<file path="config.mk">
export PLATFORM = sky130hd
export DESIGN_NAME = tisc_top
export DESIGN_NICKNAME = d
export VERILOG_FILES = /design/src/hw/tisc_top.v /design/src/hw/tisc_sync2.v
export VERILOG_INCLUDE_DIRS = /design/src /design/src/hw
export SDC_FILE = /design/constraint.sdc
export NUM_CORES = 1
export LEC_CHECK = 0
export BUFFER_PORTS_ARGS = -buffer_cell sky130_fd_sc_hd__buf_2
export CAP_MARGIN = 20
export CORE_UTILIZATION = 50
export CTS_CLUSTER_DIAMETER = 100
export DETAILED_ROUTE_END_ITERATION = 12
export PLACE_DENSITY_LB_ADDON = 0.2
export RECOVER_POWER = 25
export SYNTH_ARGS = -nofsm -noshare
export SYNTH_HDL_FRONTEND = slang
export SYNTH_SLANG_ARGS = --single-unit
</file>
<file path="constraint.sdc">
create_clock -name ref_clk_i -period 2.71 [get_ports ref_clk_i]
set_input_delay 0.1355 -clock ref_clk_i [delete_from_list [all_inputs] [get_ports ref_clk_i]]
set_output_delay 0.1355 -clock ref_clk_i [all_outputs]
set_load 0.03 [all_outputs]
</file>
<file path="src/hw/tisc_defs.vh">
// register map, field positions and reset values of the input select control
`ifndef TISC_DEFS_VH
`define TISC_DEFS_VH
`define TISC_ADDR_W 8
`define TISC_OFF_CHAN_CTRL 8'h02
`define TISC_OFF_ACT_CFG 8'h03
`define TISC_OFF_OUT_DRIVE 8'h06
`define TISC_OFF_EQ_AB 8'h07
`define TISC_OFF_EQ_CD 8'h08
`define TISC_OFF_PLL_BW 8'h10
`define TISC_CC_SEL_LO 0
`define TISC_CC_SEL_HI 1
`define TISC_CC_AUTO 2
`define TISC_CC_HWSEL 3
`define TISC_CC_PD 5
`define TISC_AC_METHOD 4
`define TISC_AC_OFS_LO 5
`define TISC_AC_OFS_HI 6
`define TISC_AC_RECAL 7
`define TISC_RST_CHAN_CTRL 8'h08
`define TISC_RST_ACT_CFG 8'h10
`define TISC_RST_OUT_DRIVE 8'h00
`define TISC_RST_EQ 8'hCC
`define TISC_RST_PLL_BW 8'h10
`define TISC_SEL_W 2
`define TISC_NCH 4
`define TISC_RELOCK_CYC 8'h40
`define TISC_SKEW_MAX 2'h2
`define TISC_CC_UP_HI 7
`define TISC_CC_UP_LO 2
`define TISC_OD_PRE_HI 7
`define TISC_OD_PRE_LO 4
`define TISC_PLL_BW_HI 1
`define TISC_PLL_BW_LO 0
`endif

</file>
<file path="src/hw/tisc_top.v">
// input select control of the tmds regenerator with its register file
`include "tisc_defs.vh"
module tisc_top (
  input wire ref_clk_i,
  input wire reset_n_i,
  // register port, as the serial interface delivers it
  input wire reg_wr_i,
  input wire reg_rd_i,
  input wire [7:0] reg_addr_i,
  input wire [7:0] reg_wdata_i,
  output reg [7:0] reg_rdata_o,
  output reg reg_rvalid_o,
  // pins, all asynchronous
  input wire auto_pick_pin_i,
  // select pins are only ever read; nothing in here drives them
  input wire [1:0] chan_pick_pins_i,
  input wire powerdown_pin_i,
  input wire [3:0] clk_toggle_act_i,
  input wire [3:0] clk_cm_high_i,
  // routing and analog settings
  output reg [1:0] route_sel_o,
  output reg route_active_o,
  output reg tmds_out_en_o,
  output reg tmds_in_conn_o,
  output reg [1:0] clk_offset_o,
  output reg recal_pulse_o,
  output reg [15:0] eq_gain_o,
  output reg [3:0] preemph_data_o,
  output reg [3:0] preemph_clk_o,
  output reg [1:0] pll_bw_o,
  output reg relock_o,
  output reg [5:0] lane_rd_ptr_o,
  output reg powered_down_o
);
  // synchronised pins
  wire [3:0] tog_s;
  wire [3:0] cm_s;
  wire auto_s;
  wire [1:0] pick_s;
  wire pd_s;
  // register storage
  reg [7:0] chan_ctrl_reg;
  reg [7:0] act_cfg_reg;
  reg [7:0] out_drive_reg;
  reg [7:0] eq_ab_reg;
  reg [7:0] eq_cd_reg;
  reg [7:0] pll_bw_reg;
  // routing state
  reg [1:0] sel_reg;
  reg [1:0] sel_next;
  reg act_reg;
  reg act_next;
  // relock sequencing
  reg [7:0] lock_cnt_reg;
  reg pd_prev_reg;
  reg [1:0] skew_seed_reg;
  // working terms
  reg [3:0] act_vec;
  reg use_auto;
  reg [1:0] man_sel;
  reg [2:0] prio;
  wire pd_all;
  wire wr_cc;
  wire change;

  // all pin inputs through two flip-flops
  tisc_sync2 #(.W(12)) u_sync (
    .ref_clk_i(ref_clk_i),
    .reset_n_i(reset_n_i),
    .async_i({tog_s_raw_dummy_free(clk_toggle_act_i), clk_cm_high_i, auto_pick_pin_i,
      chan_pick_pins_i, powerdown_pin_i}),
    .sync_o({tog_s, cm_s, auto_s, pick_s, pd_s})
  );

  // identity helper keeps the concatenation readable
  function [3:0] tog_s_raw_dummy_free;
    input [3:0] v;
    begin
      tog_s_raw_dummy_free = v;
    end
  endfunction

  // priority encoder, bit 2 flags any active
  function [2:0] prio_pick;
    input [3:0] a;
    begin
      if (a[0])
        prio_pick = 3'h4;
      else if (a[1])
        prio_pick = 3'h5;
      else if (a[2])
        prio_pick = 3'h6;
      else if (a[3])
        prio_pick = 3'h7;
      else
        prio_pick = 3'h0;
    end
  endfunction

  assign pd_all = chan_ctrl_reg[`TISC_CC_PD] | pd_s;
  assign wr_cc = reg_wr_i && (reg_addr_i == `TISC_OFF_CHAN_CTRL);

  // activity source and selection mode
  always @*
  begin
    // method bit: one = common mode, zero = toggle sensing
    if (act_cfg_reg[`TISC_AC_METHOD])
      act_vec = ~cm_s;
    else
      act_vec = tog_s;
    // pins in charge until the hardware-select bit is cleared
    if (chan_ctrl_reg[`TISC_CC_HWSEL])
    begin
      use_auto = auto_s;
      man_sel = pick_s;
    end
    else
    begin
      use_auto = chan_ctrl_reg[`TISC_CC_AUTO];
      man_sel = chan_ctrl_reg[`TISC_CC_SEL_HI:`TISC_CC_SEL_LO];
    end
    prio = prio_pick(act_vec);
    // auto: lowest-numbered active, manual: coded channel always forwarded
    if (use_auto)
    begin
      sel_next = prio[1:0];
      act_next = prio[2];
    end
    else
    begin
      sel_next = man_sel;
      act_next = 1'b1;
    end
  end

  assign change = (sel_next != sel_reg) || (act_next && !act_reg);

  // routed channel register
  always @(posedge ref_clk_i or negedge reset_n_i)
  begin
    if (!reset_n_i)
    begin
      sel_reg <= 2'h0;
      act_reg <= 1'b0;
    end
    else
    begin
      sel_reg <= sel_next;
      act_reg <= act_next & ~pd_all;
    end
  end

  // register writes; the port works regardless of powerdown
  always @(posedge ref_clk_i or negedge reset_n_i)
  begin
    if (!reset_n_i)
    begin
      chan_ctrl_reg <= `TISC_RST_CHAN_CTRL;
      act_cfg_reg <= `TISC_RST_ACT_CFG;
      out_drive_reg <= `TISC_RST_OUT_DRIVE;
      eq_ab_reg <= `TISC_RST_EQ;
      eq_cd_reg <= `TISC_RST_EQ;
      pll_bw_reg <= `TISC_RST_PLL_BW;
    end
    else if (reg_wr_i)
    begin
      case (reg_addr_i)
        `TISC_OFF_CHAN_CTRL:
        begin
          // select bits only writable in register manual mode
          if (!reg_wdata_i[`TISC_CC_HWSEL] && !reg_wdata_i[`TISC_CC_AUTO])
            chan_ctrl_reg <= reg_wdata_i;
          else
            chan_ctrl_reg <= {reg_wdata_i[`TISC_CC_UP_HI:`TISC_CC_UP_LO],
              chan_ctrl_reg[`TISC_CC_SEL_HI:`TISC_CC_SEL_LO]};
        end
        // activity method, clock offset and recal strobe bit
        `TISC_OFF_ACT_CFG:
          act_cfg_reg <= reg_wdata_i;
        // pre-emphasis nibble sits in the upper half
        `TISC_OFF_OUT_DRIVE:
          out_drive_reg <= reg_wdata_i;
        // two gain nibbles per equalizer register
        `TISC_OFF_EQ_AB:
          eq_ab_reg <= reg_wdata_i;
        `TISC_OFF_EQ_CD:
          eq_cd_reg <= reg_wdata_i;
        // bandwidth code in the low bits, upper bits kept as written
        `TISC_OFF_PLL_BW:
          pll_bw_reg <= reg_wdata_i;
        // unmapped offsets leave every register alone
        default:
          chan_ctrl_reg <= chan_ctrl_reg;
      endcase
    end
  end

  // read mux; select bits show routed channel in auto modes
  always @(posedge ref_clk_i or negedge reset_n_i)
  begin
    if (!reset_n_i)
    begin
      reg_rdata_o <= 8'h00;
      reg_rvalid_o <= 1'b0;
    end
    else
    begin
      reg_rvalid_o <= reg_rd_i;
      if (reg_rd_i)
      begin
        case (reg_addr_i)
          `TISC_OFF_CHAN_CTRL:
          begin
            if (use_auto)
              reg_rdata_o <= {chan_ctrl_reg[`TISC_CC_UP_HI:`TISC_CC_UP_LO],
                sel_reg};
            // manual modes show the code that is in charge
            else
              reg_rdata_o <= {chan_ctrl_reg[`TISC_CC_UP_HI:`TISC_CC_UP_LO],
                man_sel};
          end
          `TISC_OFF_ACT_CFG:
            reg_rdata_o <= act_cfg_reg;
          `TISC_OFF_OUT_DRIVE:
            reg_rdata_o <= out_drive_reg;
          `TISC_OFF_EQ_AB:
            reg_rdata_o <= eq_ab_reg;
          `TISC_OFF_EQ_CD:
            reg_rdata_o <= eq_cd_reg;
          `TISC_OFF_PLL_BW:
            reg_rdata_o <= pll_bw_reg;
          // unmapped offsets read as zero
          default:
            reg_rdata_o <= 8'h00;
        endcase
      end
    end
  end

  // relock and lane pointer placement after each discontinuity
  always @(posedge ref_clk_i or negedge reset_n_i)
  begin
    if (!reset_n_i)
    begin
      lock_cnt_reg <= `TISC_RELOCK_CYC;
      pd_prev_reg <= 1'b0;
      skew_seed_reg <= 2'h0;
      lane_rd_ptr_o <= 6'h00;
      relock_o <= 1'b1;
    end
    else
    begin
      pd_prev_reg <= pd_all;
      // free-running seed gives a random pointer offset
      if (skew_seed_reg == `TISC_SKEW_MAX)
        skew_seed_reg <= 2'h0;
      else
        skew_seed_reg <= skew_seed_reg + 2'h1;
      // powerdown entry and exit both count as discontinuities
      if (change || pd_all || pd_prev_reg)
      begin
        lock_cnt_reg <= `TISC_RELOCK_CYC;
        relock_o <= 1'b1;
      end
      else if (lock_cnt_reg != 8'h00)
      begin
        // count down the lock wait
        lock_cnt_reg <= lock_cnt_reg - 8'h01;
        if (lock_cnt_reg == 8'h01)
        begin
          // lane 0 at zero, others within two bits, fixed until next change
          lane_rd_ptr_o <= {skew_seed_reg, skew_seed_reg[0], 1'b0, 2'h0};
          relock_o <= 1'b0;
        end
      end
    end
  end

  // registered analog settings and routing outputs
  always @(posedge ref_clk_i or negedge reset_n_i)
  begin
    if (!reset_n_i)
    begin
      route_sel_o <= 2'h0;
      route_active_o <= 1'b0;
      tmds_out_en_o <= 1'b0;
      tmds_in_conn_o <= 1'b0;
      clk_offset_o <= 2'h0;
      recal_pulse_o <= 1'b0;
      eq_gain_o <= {`TISC_RST_EQ, `TISC_RST_EQ};
      preemph_data_o <= 4'h0;
      preemph_clk_o <= 4'h0;
      pll_bw_o <= 2'h0;
      powered_down_o <= 1'b0;
    end
    else
    begin
      route_sel_o <= sel_reg;
      route_active_o <= act_reg & ~relock_o;
      tmds_out_en_o <= ~pd_all;
      tmds_in_conn_o <= ~pd_all;
      powered_down_o <= pd_all;
      clk_offset_o <= act_cfg_reg[`TISC_AC_OFS_HI:`TISC_AC_OFS_LO];
      // one-cycle strobe for each recal write
      recal_pulse_o <= wr_cc ? 1'b0 : (reg_wr_i && (reg_addr_i == `TISC_OFF_ACT_CFG)
        && reg_wdata_i[`TISC_AC_RECAL]);
      eq_gain_o <= {eq_cd_reg, eq_ab_reg};
      preemph_data_o <= out_drive_reg[`TISC_OD_PRE_HI:`TISC_OD_PRE_LO];
      // the clock lane never gets any boost
      preemph_clk_o <= 4'h0;
      pll_bw_o <= pll_bw_reg[`TISC_PLL_BW_HI:`TISC_PLL_BW_LO];
    end
  end
endmodule

</file>
<file path="src/hw/tisc_sync2.v">
// two flip-flop synchroniser for a vector of level inputs
module tisc_sync2 #(
  parameter W = 4
) (
  input wire ref_clk_i,
  input wire reset_n_i,
  input wire [W-1:0] async_i,
  output wire [W-1:0] sync_o
);
  // first stage, read only by the second stage
  reg [W-1:0] meta_reg;
  // second stage, safe to use
  reg [W-1:0] stable_reg;
  // shift the raw level through two stages
  always @(posedge ref_clk_i or negedge reset_n_i)
  begin
    if (!reset_n_i)
    begin
      meta_reg <= {W{1'b0}};
      stable_reg <= {W{1'b0}};
    end
    else
    begin
      meta_reg <= async_i;
      stable_reg <= meta_reg;
    end
  end
  assign sync_o = stable_reg;
endmodule

</file>
## After elaboration in Yosys (flattened, before gate mapping)

Cells that the tools add are included.

- Logic and storage cells: 85
- Memories kept: 0
- Latch bits: 0
- Memory bits (read-only): 0
- Register bits after elaboration: 128
- Bits in writable memories: 0
- Bits of input ports: 32
- Output and inout bits: 51

- Div/mod/pow operators: 0
- Reduce and logical (&&, ||, !) cells: 23
- Multiplexer cells: 18
- Equal/unequal tests: 9
- Multipliers: 0
- Shift operators: 0
- Order comparisons: 0
- Add/sub/neg operators: 2
- Bitwise operators: 7

Operators by type and width:

| operator | number |
|---|---|
| $pmux W8 S6 | 1 |
| $eq A8 B2 Y1 const B | 2 |
| $eq A8 B3 Y1 const B | 2 |
| $mux W8 | 2 |
| $reduce_and A2 Y1 | 7 |
| $mux W3 | 4 |
| $eq A8 B1 Y1 const B | 1 |
| $eq A8 B4 Y1 const B | 1 |
| $eq A8 B5 Y1 const B | 1 |
| $mux W2 | 4 |
| $reduce_bool A8 Y1 | 1 |
| $sub A8 B1 Y8 const B | 1 |
| $mux W1 | 6 |
| $reduce_and A3 Y1 | 2 |
| $logic_and A1 B1 Y1 | 5 |
| $mux W4 | 1 |
| $not A4 Y4 | 1 |
| $reduce_bool A2 Y1 | 2 |
| $logic_not A1 Y1 | 3 |
| $logic_or A1 B1 Y1 | 3 |
| $not A1 Y1 | 3 |
| $add A2 B1 Y2 const B | 1 |
| $and A1 B1 Y1 | 2 |
| $eq A2 B2 Y1 const B | 1 |
| other kinds (2) | 2 |

## Depth between registers and ports, before layout

- Depth in word-level cells: 13
- Gate-level depth with buffers: 8
- Mapped depth without buffers: 7

## Hierarchy

Synthesis repeated with hierarchy kept, for this count alone.

- Cell total of the unflattened synthesis: 351
- Area, all modules: 4924.7 sq um

Modules (own cells, without submodules):

| module | times used | sequential area each (sq um) | area each (sq um) | cells an instance |
|---|---|---|---|---|
| tisc_top | 1 | 2603.7 | 4324.1 | 327 |
| tisc_sync2 | 1 | 600.6 | 600.6 | 24 |

## Least setup slack after synthesis

No wires, ideal clock.

- Kind: register -> register
- Start point: register chan_ctrl_reg[3]
- End point: register lane_rd_ptr_o[4]
- Arrival: 1968 ps
- Required time: 2585 ps
- Cell stages (with the launch flop): 8
- Library setup time: 125 ps
- Period minus slack after synthesis: 2092 ps
- Setup slack: 618 ps
- Path buffers: 1
- Path through: dfstp_2 > buf_2 > mux2i_1 > a21oi_2 > a31oi_1 > or3_1 > nor4_2 > mux2_2

- Word-level cells in the longest chain between the ends: 8
- Elaborated cells between the ends (all ways): 11
- Those cells by class: eq/ne: 1; mux: 4; bitwise: 1; reduce/logical: 5

Ends and longest elaborated chain:

| element | RTL line | text |
|---|---|---|
| from (decl) | tisc_top.v:42 | `reg [7:0] chan_ctrl_reg;` |
| from (signal assigned) | tisc_top.v:158 | `` chan_ctrl_reg <= `TISC_RST_CHAN_CTRL; `` |
| from (signal assigned) | tisc_top.v:172 | `chan_ctrl_reg <= reg_wdata_i;` |
| from (signal assigned) | tisc_top.v:174 | `` chan_ctrl_reg <= {reg_wdata_i[`TISC_CC_UP_HI:`TISC_CC_UP_LO], `` |
| $mux W2 or $mux W1 (tied branches) | tisc_top.v:112 | `` if (chan_ctrl_reg[`TISC_CC_HWSEL]) `` |
| $mux W2 or $mux W1 (tied branches) | tisc_top.v:124 | `if (use_auto)` |
| $ne A2 B2 Y1 or $logic_and A1 B1 Y1 (tied branches) | tisc_top.v:136 | `assign change = (sel_next != sel_reg) \|\| (act_next && !act_reg);` |
| $logic_or A1 B1 Y1 * | tisc_top.v:136 |  |
| $logic_or A1 B1 Y1 * (2 in series) | tisc_top.v:260 | `if (change \|\| pd_all \|\| pd_prev_reg)` |
| $not A1 Y1 (no source line) * | n/a |  |
| $reduce_and A3 Y1 (no source line) * | n/a |  |
| to (signal assigned) | tisc_top.v:272 | `lane_rd_ptr_o <= {skew_seed_reg, skew_seed_reg[0], 1'b0, 2'h0};` |
| to (decl) | tisc_top.v:32 | `output reg [5:0] lane_rd_ptr_o,` |

Mark *: on every way between the ends. The rest lies on a longest branch, timed or not.
A chain may end at the register's enable or synchronous reset.

## Worst setup path in the final report

- Start point: register act_cfg_reg[4]
- End point: register lane_rd_ptr_o[5]

- Word-level cells in the longest chain between the ends: 12
- Elaborated cells between the ends (all ways): 14
- Those cells by class: eq/ne: 1; mux: 7; bitwise: 1; reduce/logical: 5

Ends and longest elaborated chain:

| element | RTL line | text |
|---|---|---|
| from (decl) | tisc_top.v:43 | `reg [7:0] act_cfg_reg;` |
| from (signal assigned) | tisc_top.v:159 | `` act_cfg_reg <= `TISC_RST_ACT_CFG; `` |
| from (signal assigned) | tisc_top.v:179 | `act_cfg_reg <= reg_wdata_i;` |
| $mux W4 * | tisc_top.v:107 | `` if (act_cfg_reg[`TISC_AC_METHOD]) `` |
| $mux W3 | tisc_top.v:93 | `else if (a[3])` |
| $mux W3 | tisc_top.v:91 | `else if (a[2])` |
| $mux W3 | tisc_top.v:89 | `else if (a[1])` |
| $mux W3 * | tisc_top.v:87 | `if (a[0])` |
| $mux W2 or $mux W1 (tied branches) | tisc_top.v:124 |  |
| $ne A2 B2 Y1 or $logic_and A1 B1 Y1 (tied branches) | tisc_top.v:136 |  |
| $logic_or A1 B1 Y1 * | tisc_top.v:136 |  |
| $logic_or A1 B1 Y1 * (2 in series) | tisc_top.v:260 |  |
| $not A1 Y1 (no source line) * | n/a |  |
| $reduce_and A3 Y1 (no source line) * | n/a |  |

Marks and branches as above.

==> results_dict.tcl <==
set metrics [dict create \
    yosysUniqueCellTypes 49 \
    worstPathArrival_ns 2.63 \
    io_pins 83 \
    nNetsFinal 477 \
    postLayoutCellArea_um2 6279 \
    power_frac_seq_pct 42.1 \
    via_count 2994 \
    area_delta_synth_final_pct 27.23 \
    violations "capacitance limit, slew limit" \
    drt_wl_total_mm 9.439 \
    timing.rr.start "act_cfg_reg[4]" \
    irDropWorstVdd_v 0.0005117 \
    min_path_type "primary input to flop" \
    hold_violations 0 \
    power.switching_w 0.001126 \
    r2r_cells 6 \
    hold_end "reg_rdata_o[5]" \
    slew_viol_final 70 \
    synth_enable_flop_cells 0 \
    p_int_w 0.003740 \
    core_area_um2 9415 \
    synth_area_um2 4935 \
    crit_chain "nand2_1, a21oi_2, a31oi_1, or3_1, nor4_2, mux2_2" \
    antenna_found_initial 0 \
    grt_first_pass_wirelength_mm 15.44 \
    fin_crit_ns 2.227 \
    netSwitchingFraction_pct 23.14 \
    die-area_um2 10270 \
    yosys_most_used_dff "dfrtp_1" \
    post-synth-top-area-cell "dfrtp_1" \
    viasPerCell 5.127 \
    portBuffers 75 \
    drive_above_1_share_pct 44.40 \
    place_congestion 0.7755 \
    maxCapViolCount 1 \
    initial_core_util_pct 52.41 \
    r2r_slack_ns 0.48 \
    ctsHtreeMaxLevel 4 \
    largest_reg_flops 16 \
    finalSetupViolations 0 \
    p_per_area_nw_per_um2 775.0 \
    drc_errors 0 \
    antenna_cells 0 \
    ys_async_sr_fraction_pct 100.0 \
    cp_slowest_cell "dfstp_2" \
    period_share_pct 82.18 \
    postCtsSetupBuffers 0 \
    cp_data_required_time_ns 3.11 \
    seq_area_frac_synth_pct 64.93 \
    die_w_um 101.3 \
    cellLeakagePower_nw 3.031 \
    worst_pin_slew_ns 1.617 \
    holdPathStages 4 \
    synthTopCellsByCount "dfrtp_1 (106), mux2_2 (50), nor2_1 (23)" \
    fin_tns_setup_ns 0 \
    first_pass_iters 4 \
    clock-sinks 127 \
    path_class "flop to flop" \
    p_clk_share_pct 50.3 \
    max-clock-path-buffers 2 \
    place_area_um2 5423 \
    status "finished with violations" \
    grt_overflow_total 0 \
    cts-root-buf "clkbuf_8" \
    timing.rr.end "lane_rd_ptr_o[5]" \
    synth_cells 333 \
    postRouteAntennaNets 0 \
    cp-end-kind "flop" \
    grt_util_all_layers_pct 20.57 \
    yosys.area.top_type_share_pct 53.75 \
    startpoint "act_cfg_reg[4]" \
    yosysWarningCount 0 \
    fin_ws_ns 0.4828 \
    drt-wirelength-per-cell_um 16.16 \
    synth-seq-cells 127 \
    clkLatencyLatePin_ns 0.51 \
    drt-initial-drc-count 101 \
    rows 35 \
    rsz0062_at_grt "false" \
    cts_tree "built" \
    fin_skew_ns 0.008271 \
    yosys-top-cells-area "dfrtp_1 (54%), mux2_2 (11%), dfstp_2 (11%), mux4_2 (3.7%), nor2_1 (1.7%)" \
    max_stage_delay_ns 0.63 \
    p_comb_share_pct 7.5 \
    die_h_um 101.3 \
    cts_buffers 17 \
    grt_pass1_vias 3047 \
    yosysMostFrequentCell "dfrtp_1" \
    clk_pin_slew_ns 0.06 \
    hold_start "reg_addr_i[1]" \
    hpwl_mm 6.127 \
    grt_max_degree 70 \
    pre_cts_ws_ns 0.4514 \
    finalPower_w 0.004866 \
    worst_setup_path_start_kind "flop" \
    fmax_mhz 449.0 \
    cp_max_fo 10 \
    syn-mean-instance-area_um2 14.82 \
    slew_headroom_pct -7.817 \
]
## per-stage QoR
step | hold slack, ns | utilization (%) | instances
finish | 0.09637 | 66.68 | 584
global route | 0.1009 | 66.68 | 584
CTS | 0.08244 | 66.90 | 584
detailed placement | -0.01375 | 57.59 | 529
global placement | -0.01630 | 57.59 | 529
floorplan | -0.1601 | - | 339
## placed cells by master, fill, tap and decap left out, types with 3 or more instances in the layout
| master | n |
|---|---|
| dfrtp_1 | 106 |
| buf_2 | 73 |
| mux2_2 | 50 |
| nor2_1 | 23 |
| dlygate4sd3_1 | 23 |
| dfstp_2 | 21 |
| clkbuf_16 | 16 |
| a21oi_1 | 11 |
| nor2b_1 | 8 |
| mux4_2 | 8 |
| a22o_1 | 8 |
| a22oi_1 | 8 |
| nand3_1 | 7 |
| conb_1 | 7 |
| inv_1 | 6 |
| bufinv_16 | 5 |
| buf_4 | 5 |
| nand2b_1 | 4 |
| a31oi_1 | 4 |
| xnor2_1 | 4 |
| inv_6 | 4 |
| nand2_1 | 3 |
| xor2_1 | 3 |
| or3_1 | 3 |
| ha_1 | 3 |
| clkinv_4 | 3 |
## per-layer routing
metal | share of wire, % | wire (um) | GRT usage [%] | up-vias
met1 | 45 | 4254 | 26.78 | 1513
li1 | - | - | - | 1407
met3 | 3.0 | 282 | 5.245 | 11
met4 | 1.3 | 118 | 7.358 | 0
met5 | 0 | 0 | 0 | -
met2 | 51 | 4783 | 33.65 | 63
## cell families (layout without fill, tap and decap cells)
| kind of cell | count (synthesis) | in the layout | share of synthesized area, % |
|---|---|---|---|
| multiplexers | 60 | 60 | 15.47 |
| adder cells (fa/ha/maj) | 3 | 3 | 0.7607 |
| XOR/XNOR | 7 | 7 | 1.242 |
| buffers and inverters | 26 | 142 | 3.118 |
| flip-flops | 127 | 127 | 64.93 |
| AO/OA/AOI/OAI | 44 | 44 | 6.339 |
| AND/OR/NAND/NOR | 65 | 65 | 8.063 |
| other | 1 | 7 | 0.07599 |
## worst max-delay path by stage
stage	to	slack, ns	cells past startpoint
floorplan	lane_rd_ptr_o[4]	0.62	7
global placement	act_cfg_reg[5]	0.51	6
detailed placement	act_cfg_reg[7]	0.45	6
CTS	lane_rd_ptr_o[4]	0.45	6
global route	lane_rd_ptr_o[4]	0.34	6
finish	lane_rd_ptr_o[5]	0.48	6
## critical path: cells and delay by family (launching register included)
family	cells	cell delay [ns]
AND/OR/NAND/NOR	3	0.81
flip-flops	1	0.63
multiplexers	1	0.37
AO/OA/AOI/OAI	2	0.30
## final cells by class
type | count | area, um2
clock buffer | 17 | 414.1
clock inverter | 15 | 231.5
sequential | 127 | 3204
tap | 129 | 161.4
multi-input combinational | 186 | 1599
inverter | 6 | 22.52
timing repair buffer | 104 | 645.6
fill | 692 | 3137
## power by group through the flow
| stage | combinational, W | sequential [W] | clock (W) |
|---|---|---|---|
| final | 0.000367 | 0.00205 | 0.00245 |
| after global placement | 0.000340 | 0.00208 | 0 |
| after CTS | 0.000375 | 0.00205 | 0.00248 |
| after global routing | 0.000403 | 0.00206 | 0.00256 |
| after floorplan | 0.000168 | 0.00213 | 0 |
| after detailed placement | 0.000347 | 0.00208 | 0 |
## timing repair
item | 4_1_cts | 5_1_grt
setup endpoints to repair | 0 | 0
gates resized for setup | 0 | 0
hold buffers | 23 | 0
endpoints found under the hold margin | 169 | 0
(Power assumes the default switching activity.)
